[src/shared/rss_cfg.svh]
// Constants for the reset start-up sequencer: register offsets, field positions,
// reset values and timing figures.
// Assumes it is included by bare name from the package and the sequencer module.
`ifndef RSS_CFG_SVH
`define RSS_CFG_SVH

// Register byte offsets on the AXI4-Lite slave.
`define RSS_CTRL_OFS 8'h00
`define RSS_STAT_OFS 8'h04
`define RSS_CNT_OFS 8'h08

// Field positions inside the registers.
`define RSS_CTRL_HOLD_BIT 0
`define RSS_STAT_STATE_LSB 0
`define RSS_STAT_CAUSE_LSB 4
`define RSS_CNT_SEQ_LSB 0
`define RSS_CNT_BRN_LSB 16

// Reset values.
`define RSS_CTRL_RST 1'b0
`define RSS_CAUSE_RST 4'h0

// AXI4-Lite response codes.
`define RSS_RESP_OKAY 2'b00
`define RSS_RESP_SLVERR 2'b10

// Timing figures in their own units.
`define RSS_CLK_NS 8
`define RSS_DELAY_MS 72
`define RSS_RC_OSC_HZ 16000
`define RSS_START_CYCLES 1024
`define RSS_BMIN_NS 100000

// Derived counts: delay in RC oscillator periods, filter in aclk cycles (rounded up).
`define RSS_DELAY_RC_CYC ((`RSS_DELAY_MS * `RSS_RC_OSC_HZ) / 1000)
`define RSS_BMIN_CYC ((`RSS_BMIN_NS + `RSS_CLK_NS - 1) / `RSS_CLK_NS)

`endif

[src/shared/rss_pkg.sv]
// Types shared by the reset start-up sequencer modules.
// Assumes the constant header is on the include path.
`include "rss_cfg.svh"

package rss_pkg;

    // Oscillator configuration from the fuses; three crystal modes and RC.
    typedef enum logic [1:0] {
        RSS_OSC_LOW_POWER,
        RSS_OSC_STANDARD,
        RSS_OSC_HIGH_SPEED,
        RSS_OSC_RC
    } rss_osc_mode_t;

    // Sequencer states.
    typedef enum logic [2:0] {
        RSS_HOLD,
        RSS_DELAY,
        RSS_START,
        RSS_RUN,
        RSS_WAKE
    } rss_state_t;

    // Entire state of the sequencer, registered as one word.
    typedef struct packed {
        rss_state_t st;       // Sequencer state.
        logic [15:0] cnt;     // Power-up delay or start-up counter.
        logic [15:0] brn_cnt; // Brown-out duration filter.
        logic por_done;       // Supply has risen once since power-up.
        logic pend_delay;     // Power-up delay owed by the current reset.
        logic pend_start;     // Start-up count owed by the current reset.
        logic bor_act;        // Filtered brown-out reset active.
        logic rc_q;           // Previous RC oscillator level.
        logic osc_q;          // Previous oscillator input level.
        logic chip_rst_n;     // Internal chip reset, active low.
        logic core_hold;      // Core clock held during wake-up count.
        logic [3:0] cause;    // Sticky reset causes.
        logic ctrl_hold;      // Software reset hold.
        logic aw_got;         // Write address taken.
        logic w_got;          // Write data taken.
        logic [7:0] awaddr;   // Latched write address.
        logic [31:0] wdata;   // Latched write data.
        logic [3:0] wstrb;    // Latched write strobes.
        logic bvalid;         // Write response pending.
        logic [1:0] bresp;    // Write response code.
        logic rvalid;         // Read data pending.
        logic [1:0] rresp;    // Read response code.
        logic [31:0] rdata;   // Read data.
    } rss_regs_t;

endpackage

[src/rtl/rss_sync.sv]
// Two-flop synchroniser for a vector of slow asynchronous levels.
// Assumes each bit is independent; no bus coherence is promised.
`timescale 1ns/1ps

module rss_sync #(
    parameter int W = 1
) (
    input wire logic aclk,
    input wire logic aresetn,
    input wire logic [W-1:0] d,
    output logic [W-1:0] q
);
    // First stage, read only by the second stage.
    logic [W-1:0] meta_r;

    // Both stages clear on reset and then follow the pins.
    always_ff @(posedge aclk) begin
        if (!aresetn) begin
            meta_r <= '0;
            q <= '0;
        end else begin
            meta_r <= d;
            q <= meta_r;
        end
    end
endmodule

[src/rtl/rss_seq.sv]
// Reset start-up sequencer: power-on, brown-out and pin reset, power-up delay
// and oscillator start-up count, with an AXI4-Lite register slave.
// Assumes supply monitor, fuse and oscillator pins are asynchronous levels and
// that the oscillator input is well below half the aclk rate.
`timescale 1ns/1ps
`include "rss_cfg.svh"

module rss_seq #(
    parameter int DELAY_CYC = `RSS_DELAY_RC_CYC,
    parameter int START_CYC = `RSS_START_CYCLES,
    parameter int BMIN_CYC = `RSS_BMIN_CYC
) (
    input wire logic aclk,
    input wire logic aresetn,
    input wire logic master_clear_n,
    input wire logic supply_por_ok,
    input wire logic brownout_detect,
    input wire logic rc_osc_in,
    input wire logic osc_input,
    input wire logic powerup_delay_disable_fuse,
    input wire logic brownout_enable_fuse,
    input wire rss_pkg::rss_osc_mode_t osc_mode,
    input wire logic sleep_wake,
    input wire logic wdt_reset,
    output logic chip_reset_n,
    output logic core_clock_hold,
    output rss_pkg::rss_state_t seq_state,
    input wire logic [7:0] s_axi_awaddr,
    input wire logic s_axi_awvalid,
    output logic s_axi_awready,
    input wire logic [31:0] s_axi_wdata,
    input wire logic [3:0] s_axi_wstrb,
    input wire logic s_axi_wvalid,
    output logic s_axi_wready,
    output logic [1:0] s_axi_bresp,
    output logic s_axi_bvalid,
    input wire logic s_axi_bready,
    input wire logic [7:0] s_axi_araddr,
    input wire logic s_axi_arvalid,
    output logic s_axi_arready,
    output logic [31:0] s_axi_rdata,
    output logic [1:0] s_axi_rresp,
    output logic s_axi_rvalid,
    input wire logic s_axi_rready
);
    import rss_pkg::*;

    // True in the three crystal oscillator modes.
    function automatic logic is_xtal(input rss_osc_mode_t m);
        is_xtal = (m != RSS_OSC_RC);
    endfunction

    // True for a mapped register offset.
    function automatic logic reg_hit(input logic [7:0] a);
        reg_hit = (a == `RSS_CTRL_OFS) || (a == `RSS_STAT_OFS) || (a == `RSS_CNT_OFS);
    endfunction

    rss_regs_t s; // Registered state.
    rss_regs_t n; // Next state.
    logic [8:0] pins_s; // Synchronised pins.
    logic mclear_s; // Master clear, synchronised.
    logic por_ok_s; // Supply adequate, synchronised.
    logic below_s; // Supply below brown-out threshold, synchronised.
    logic rc_s; // RC oscillator level, synchronised.
    logic osc_s; // Oscillator input level, synchronised.
    logic delay_dis_s; // Power-up delay disable fuse, synchronised.
    logic brn_en_s; // Brown-out enable fuse, synchronised.
    rss_osc_mode_t mode_s; // Oscillator mode, synchronised.
    logic below; // Qualified low supply.
    logic src_any; // Some reset source is asserted.
    logic rc_edge; // Rising RC oscillator edge.
    logic osc_edge; // Rising oscillator input edge.
    logic xtal; // Crystal mode selected.
    logic wr_fire; // Write address and data both present.
    logic rd_fire; // Read address accepted.

    // All pins but sleep_wake and wdt_reset cross two flip-flops before any logic reads them.
    rss_sync #(.W(9)) u_sync (
        .aclk(aclk),
        .aresetn(aresetn),
        .d({master_clear_n, supply_por_ok, brownout_detect, rc_osc_in, osc_input,
            powerup_delay_disable_fuse, brownout_enable_fuse, osc_mode}),
        .q(pins_s)
    );

    // Unpack the synchronised pins.
    assign mclear_s = pins_s[8];
    assign por_ok_s = pins_s[7];
    assign below_s = pins_s[6];
    assign rc_s = pins_s[5];
    assign osc_s = pins_s[4];
    assign delay_dis_s = pins_s[3];
    assign brn_en_s = pins_s[2];
    assign mode_s = rss_osc_mode_t'(pins_s[1:0]);

    // Handshake outputs follow the registered transaction state.
    assign s_axi_awready = !s.aw_got && !s.bvalid;
    assign s_axi_wready = !s.w_got && !s.bvalid;
    assign s_axi_arready = !s.rvalid;
    assign s_axi_bvalid = s.bvalid;
    assign s_axi_bresp = s.bresp;
    assign s_axi_rvalid = s.rvalid;
    assign s_axi_rresp = s.rresp;
    assign s_axi_rdata = s.rdata;
    assign chip_reset_n = s.chip_rst_n;
    assign core_clock_hold = s.core_hold;
    assign seq_state = s.st;

    // Source qualification and edge detection.
    assign below = brn_en_s && below_s;
    assign rc_edge = rc_s && !s.rc_q;
    assign osc_edge = osc_s && !s.osc_q;
    assign xtal = is_xtal(mode_s);
    assign src_any = !s.por_done || s.bor_act || !mclear_s || s.ctrl_hold || wdt_reset;
    assign wr_fire = s.aw_got && s.w_got && !s.bvalid;
    assign rd_fire = s_axi_arvalid && !s.rvalid;

    // Next-state logic for the sequencer and the register slave.
    always_comb begin
        n = s;
        n.rc_q = rc_s;
        n.osc_q = osc_s;
        // Once the supply has been good, a later fall is left to brown-out.
        if (por_ok_s) begin
            n.por_done = 1'b1;
        end
        // Brown-out filter: a dip must outlast the minimum duration.
        if (below) begin
            if (s.brn_cnt != 16'(BMIN_CYC - 1)) begin
                n.brn_cnt = s.brn_cnt + 16'h0001;
            end else begin
                n.bor_act = 1'b1;
            end
        end else begin
            n.brn_cnt = 16'h0000;
            n.bor_act = 1'b0;
        end
        // Sequencer.
        case (s.st)
            RSS_HOLD: begin
                n.cnt = 16'h0000;
                if (src_any || below) begin
                    n.st = RSS_HOLD;
                end else if (s.pend_delay && !delay_dis_s) begin
                    n.st = RSS_DELAY;
                end else if (s.pend_start && xtal) begin
                    n.st = RSS_START;
                end else begin
                    n.st = RSS_RUN;
                    n.pend_delay = 1'b0;
                    n.pend_start = 1'b0;
                end
            end
            RSS_DELAY: begin
                if (src_any || below) begin
                    n.st = RSS_HOLD;
                    n.cnt = 16'h0000;
                end else if (rc_edge) begin
                    if (s.cnt == 16'(DELAY_CYC - 1)) begin
                        n.cnt = 16'h0000;
                        if (s.pend_start && xtal) begin
                            n.st = RSS_START;
                        end else begin
                            n.st = RSS_RUN;
                            n.pend_delay = 1'b0;
                            n.pend_start = 1'b0;
                        end
                    end else begin
                        n.cnt = s.cnt + 16'h0001;
                    end
                end
            end
            RSS_START, RSS_WAKE: begin
                if (src_any || below) begin
                    n.st = RSS_HOLD;
                    n.cnt = 16'h0000;
                end else if (osc_edge) begin
                    if (s.cnt == 16'(START_CYC - 1)) begin
                        n.cnt = 16'h0000;
                        n.st = RSS_RUN;
                        n.pend_delay = 1'b0;
                        n.pend_start = 1'b0;
                    end else begin
                        n.cnt = s.cnt + 16'h0001;
                    end
                end
            end
            RSS_RUN: begin
                if (src_any) begin
                    n.st = RSS_HOLD;
                end else if (sleep_wake && xtal) begin
                    n.st = RSS_WAKE;
                    n.cnt = 16'h0000;
                end
            end
            default: begin
                n.st = RSS_HOLD;
            end
        endcase
        // Power-on owes both delays, brown-out only the power-up delay; set after any clear.
        if (!s.por_done || s.bor_act) begin
            n.pend_delay = 1'b1;
        end
        if (!s.por_done) begin
            n.pend_start = 1'b1;
        end
        // Register write: taken when both address and data are held.
        if (s_axi_awvalid && s_axi_awready) begin
            n.aw_got = 1'b1;
            n.awaddr = s_axi_awaddr;
        end
        if (s_axi_wvalid && s_axi_wready) begin
            n.w_got = 1'b1;
            n.wdata = s_axi_wdata;
            n.wstrb = s_axi_wstrb;
        end
        if (wr_fire) begin
            n.aw_got = 1'b0;
            n.w_got = 1'b0;
            n.bvalid = 1'b1;
            n.bresp = reg_hit(s.awaddr) ? `RSS_RESP_OKAY : `RSS_RESP_SLVERR;
            if (s.awaddr == `RSS_CTRL_OFS && s.wstrb[0]) begin
                n.ctrl_hold = s.wdata[`RSS_CTRL_HOLD_BIT];
            end
            if (s.awaddr == `RSS_STAT_OFS && s.wstrb[0]) begin
                n.cause = s.cause & ~s.wdata[`RSS_STAT_CAUSE_LSB +: 4];
            end
        end
        if (s.bvalid && s_axi_bready) begin
            n.bvalid = 1'b0;
        end
        // Sticky causes: a new event wins over a clear in the same cycle.
        // The pin cause waits for power-on, as the synchroniser reads low until it is primed.
        n.cause = n.cause | {wdt_reset || s.ctrl_hold, s.por_done && !mclear_s,
            s.bor_act, !s.por_done};
        // Register read.
        if (rd_fire) begin
            n.rvalid = 1'b1;
            n.rresp = reg_hit(s_axi_araddr) ? `RSS_RESP_OKAY : `RSS_RESP_SLVERR;
            n.rdata = 32'h0000_0000;
            case (s_axi_araddr)
                `RSS_CTRL_OFS: begin
                    n.rdata[`RSS_CTRL_HOLD_BIT] = s.ctrl_hold;
                end
                `RSS_STAT_OFS: begin
                    n.rdata[`RSS_STAT_STATE_LSB +: 3] = s.st;
                    n.rdata[`RSS_STAT_CAUSE_LSB +: 4] = s.cause;
                end
                `RSS_CNT_OFS: begin
                    n.rdata[`RSS_CNT_SEQ_LSB +: 16] = s.cnt;
                    n.rdata[`RSS_CNT_BRN_LSB +: 16] = s.brn_cnt;
                end
                default: begin
                    n.rdata = 32'h0000_0000;
                end
            endcase
        end else if (s.rvalid && s_axi_rready) begin
            n.rvalid = 1'b0;
        end
        // Chip leaves reset only in the running and wake states.
        n.chip_rst_n = (n.st == RSS_RUN) || (n.st == RSS_WAKE);
        n.core_hold = (n.st == RSS_WAKE);
    end

    // State register; synchronous reset brings the chip into reset.
    always_ff @(posedge aclk) begin
        if (!aresetn) begin
            s <= '0;
            s.cause <= `RSS_CAUSE_RST;
            s.ctrl_hold <= `RSS_CTRL_RST;
        end else begin
            s <= n;
        end
    end

    // Checks on the sequencer.
    localparam int DELAY_LAST = DELAY_CYC - 1;
    localparam int START_LAST = START_CYC - 1;
    localparam int BMIN_LAST = BMIN_CYC - 1;
endmodule

[config.mk]
export PLATFORM = sky130hd
export DESIGN_NAME = rss_seq
export DESIGN_NICKNAME = d
export VERILOG_FILES = /design/src/shared/rss_pkg.sv /design/src/rtl/rss_sync.sv /design/src/rtl/rss_seq.sv
export VERILOG_INCLUDE_DIRS = /design/src /design/src/shared
export SDC_FILE = /design/constraint.sdc
export NUM_CORES = 1
export LEC_CHECK = 0
export ABC_CLOCK_PERIOD_IN_PS = 1810
export BUFFER_PORTS_ARGS = -buffer_cell sky130_fd_sc_hd__buf_2
export CORE_MARGIN = 3
export CORE_UTILIZATION = 38
export CTS_BUF_LIST = sky130_fd_sc_hd__clkbuf_4 sky130_fd_sc_hd__clkbuf_8
export CTS_CLUSTER_DIAMETER = 30
export DETAILED_ROUTE_END_ITERATION = 7
export GPL_TIMING_DRIVEN = 0
export HOLD_SLACK_MARGIN = 0.03
export SLEW_MARGIN = 20
export SYNTH_ARGS = -nofsm -noshare
export SYNTH_HDL_FRONTEND = slang
export SYNTH_SLANG_ARGS = --single-unit
[constraint.sdc]
create_clock -name aclk -period 1.81 [get_ports aclk]
set_input_delay 0.181 -clock aclk [delete_from_list [all_inputs] [get_ports aclk]]
set_output_delay 0.181 -clock aclk [all_outputs]
set_load 0.005 [all_outputs]
==> impl_metrics.csv <==
group,metric,value,unit
route,detail_route.wl_per_cell,14.9,µm
critical_path,end_kind,"flip-flop",
critical_path,crit_fanout,6,
floorplanning,design.core.area,13400,µm²
grt,first_global_vias,4494,
min_path,whs_path_depth,3,
logic_synthesis,ys_seq_area_share,44.9,%
logic_synthesis,synth-simple-area-share,23.0,%
grt,grt_usage,18.6,%
logic_synthesis,syn_avg_cell_area,9.03,µm²
critical_path,r2r-start,"s[116]",
sta,setup_tns,-1.37,ns
floorplanning,start_util,39.3,%
layout,nets,802,
pwr,sequentialPowerShare,50.0,%
flow_run,cap_violations,0,
logic_synthesis,synthTopCellsByCount,"dfxtp_1, nor2_1, buf_4",
pwr,power_leakage,2.77,nW
critical_path,rrSetupSlack,-0.11,ns
critical_path,r2r_end,"s[128]",
critical_path,startpoint_type,"flip-flop",
logic_synthesis,syn_area,5270,µm²
route,viasPerCell,5.13,
route,firstDrtPassIters,4,
sta,fin_ws,-0.107,ns
placed_design,port_buffers,82,
floorplanning,ios,116,
logic_synthesis,synth.most_common_cell,"dfxtp_1",
critical_path,critPathKind,"reg -> reg",
grt,grt_pass1_wl,22000,µm
clocking,insertion_delay,0.45,ns
clocking,clockBufferDepth,2,
logic_synthesis,yosys_warnings,0,
logic_synthesis,synthArstFlopShare,0,%
logic_synthesis,synth-compound-area-share,18.2,%
pwr,swShare,23.5,%
sta,tightest_slew,0.581,ns
route,vias,4713,
route,initialDrtViolationCount,370,
min_path,min_to,"core_clock_hold",
sta,post-route-period-util,106,%
logic_synthesis,synth_edf_count,0,
sta,min_period,1.92,ns
sta,skew,0.0119,ns
grt,grt_max_degree,17,
pwr,powerDensity,767,nW/µm²
critical_path,required,2.19,ns
sta,setup_violations,19,
route,drc,0,
status,violations,"setup timing",
logic_synthesis,synth_ff_type,"dfxtp_1",
pwr,p_comb_share,6.8,%
placed_design,globalplace.congestion,0.926,
sta,finalMaxSlewViolations,0,
grt,gr-total-overflow,0,
sta,relSlewSlack,61.3,%
floorplanning,dieArea,15300,µm²
clocking,clk_pin_slew,0.07,ns
min_path,hold_path.class,"in -> reg",
grt,antenna_found_initial,0,
layout,diodes,0,
logic_synthesis,synth_top_cell_area_share,44.9,%
clocking,cts_buffers,17,
pwr,switching_power,1.26,mW
sta,holdWs,0.0566,ns
sta,rsz0062_at_grt,"true",
logic_synthesis,synth-xor-area-share,2.16,%
critical_path,r2r_cells,6,
route,routed_wirelength,13700,µm
logic_synthesis,yosys.area_share.adder,0.475,%
logic_synthesis,synth_top_family_by_area,"simple AND/OR/NAND/NOR gates",
layout,drive_gt1_share,35.0,%
floorplanning,die_height,124,µm
floorplanning,rows,42,
placed_design,pre_cts_slack,-0.383,ns
status,outcome,"complete, but fails checks",
logic_synthesis,synthCells,583,
floorplanning,die_w,124,µm
pwr,clock_power_share,43.3,%
layout,area_growth,33.4,%
route,antenna_left,0,
logic_synthesis,synthTopCellsByArea,"dfxtp_1, buf_4, a22oi_1",
pwr,p_int,4.12,mW
min_path,holdCritStartpoint,"sleep_wake",
critical_path,cp.arrival,2.30,ns
sta,hold_viol_final,0,
logic_synthesis,synth-seq-cells,118,
logic_synthesis,synthMuxAreaShare,1.90,%
pwr,irDropWorstVdd,0.549,mV
logic_synthesis,synthDistinctLibCells,67,
clocking,clkSinkCount,118,
clocking,cts_tree,"done",
pwr,power,5.39,mW
placed_design,dp_hpwl,9620,µm
logic_synthesis,yosys.area.top_type,"dfxtp_1",
sta,max_freq,0.522,GHz
clocking,htreeDepth,4,
clocking,root_buffer,"clkbuf_8",
logic make-up after synthesis:
logic type / count (synthesis)
compound gates: 131
xor+xnor: 13
fa+ha+maj: 2
buf+inv: 79
flops: 118
mux: 10
other cells: 1
simple gates: 229
sequential cells by signal, summed over array words and instances (netlist names):
signal           cells
chip_reset_n         1
s                   59
seq_state            3
u_sync.q             9
s_axi_rdata         32
u_sync.meta_r        9
s_axi_bvalid         1
s_axi_rresp          1
s_axi_rvalid         1
s_axi_bresp          1
core_clock_hold      1
power by group through the flow:
stage / logic [mW] / registers (mW) / clock network, mW
after floorplan: 0.186 / 2.74 / 0
after detailed placement: 0.294 / 2.75 / 0
after global routing: 0.407 / 2.70 / 2.50
after global placement: 0.287 / 2.75 / 0
final: 0.366 / 2.69 / 2.33
after CTS: 0.345 / 2.69 / 2.38
metrics by stage:
| step | area, µm² | cells | util, % |
|---|---|---|---|
| 2_1_floorplan | 5270 | 584 | - |
| 3_3_place_gp | 5900 | 842 | 44.0 |
| 3_5_place_dp | 5900 | 842 | 44.0 |
| 4_1_cts | 6840 | 918 | 51.1 |
| 5_1_grt | 7030 | 919 | 52.4 |
| 6_report | 7030 | 919 | 52.4 |
critical path, stage by stage (launching register included):
cell and delay [ns]:
dfxtp_1 0.45, nand4_1 0.23, a211oi_2 0.24, o211ai_1 0.14, buf_4 0.17, or4_4 0.50
a22oi_2 0.12
cell type report:
class                   instances  area [µm²]
plain buffers                  67         462
fillers                      1226        6370
well taps                     176         220
flip-flops and latches        118        2390
clock buffers                  25         319
multi-input cells             387        2670
clock inverters                 7        70.1
repair buffers                129         855
inverters                      10        37.5
cell usage in the layout (no fill, tap or decap), types with 8 or more instances in the layout:
master and n:
a21oi_1 25, a22oi_1 36, a22oi_2 8, and2_1 23, buf_2 83, buf_4 58
clkbuf_1 18, clkbuf_8 21, dfxtp_1 100, dfxtp_2 14, dlygate4sd3_1 27, inv_1 9
mux2i_1 9, nand2_1 37, nand3_1 14, nor2_1 70, nor3_1 10, o21ai_0 14
or3_1 9
what timing repair did:
action | in CTS | in global routing
hold buffers | 27 | 0
endpoints found under the setup margin | 49 | 49
resized for setup | 37 | 49
cloned | 1 | 0
pin swaps | 13 | 13
hold endpoints to repair | 26 | 0
setup buffers | 16 | 3
worst max-delay path by stage:
stage,startpoint,to
global route,seq_state[1],s[128]
global placement,s[113],s[125]
finish,s[116],s[128]
floorplan,seq_state[2],s[114]
CTS,seq_state[1],s[126]
detailed placement,s[113],s[126]
routing by layer:
| layer | up-vias | track usage (%) | part of all wire [%] |
|---|---|---|---|
| met4 | 0 | 9.00 | 2.5 |
| li1 | 2329 | - | - |
| met5 | - | 0 | 0 |
| met2 | 136 | 30.1 | 48 |
| met1 | 2227 | 23.4 | 45 |
| met3 | 21 | 4.41 | 4.8 |
No activity file was read; power rests on OpenSTA's default activity.
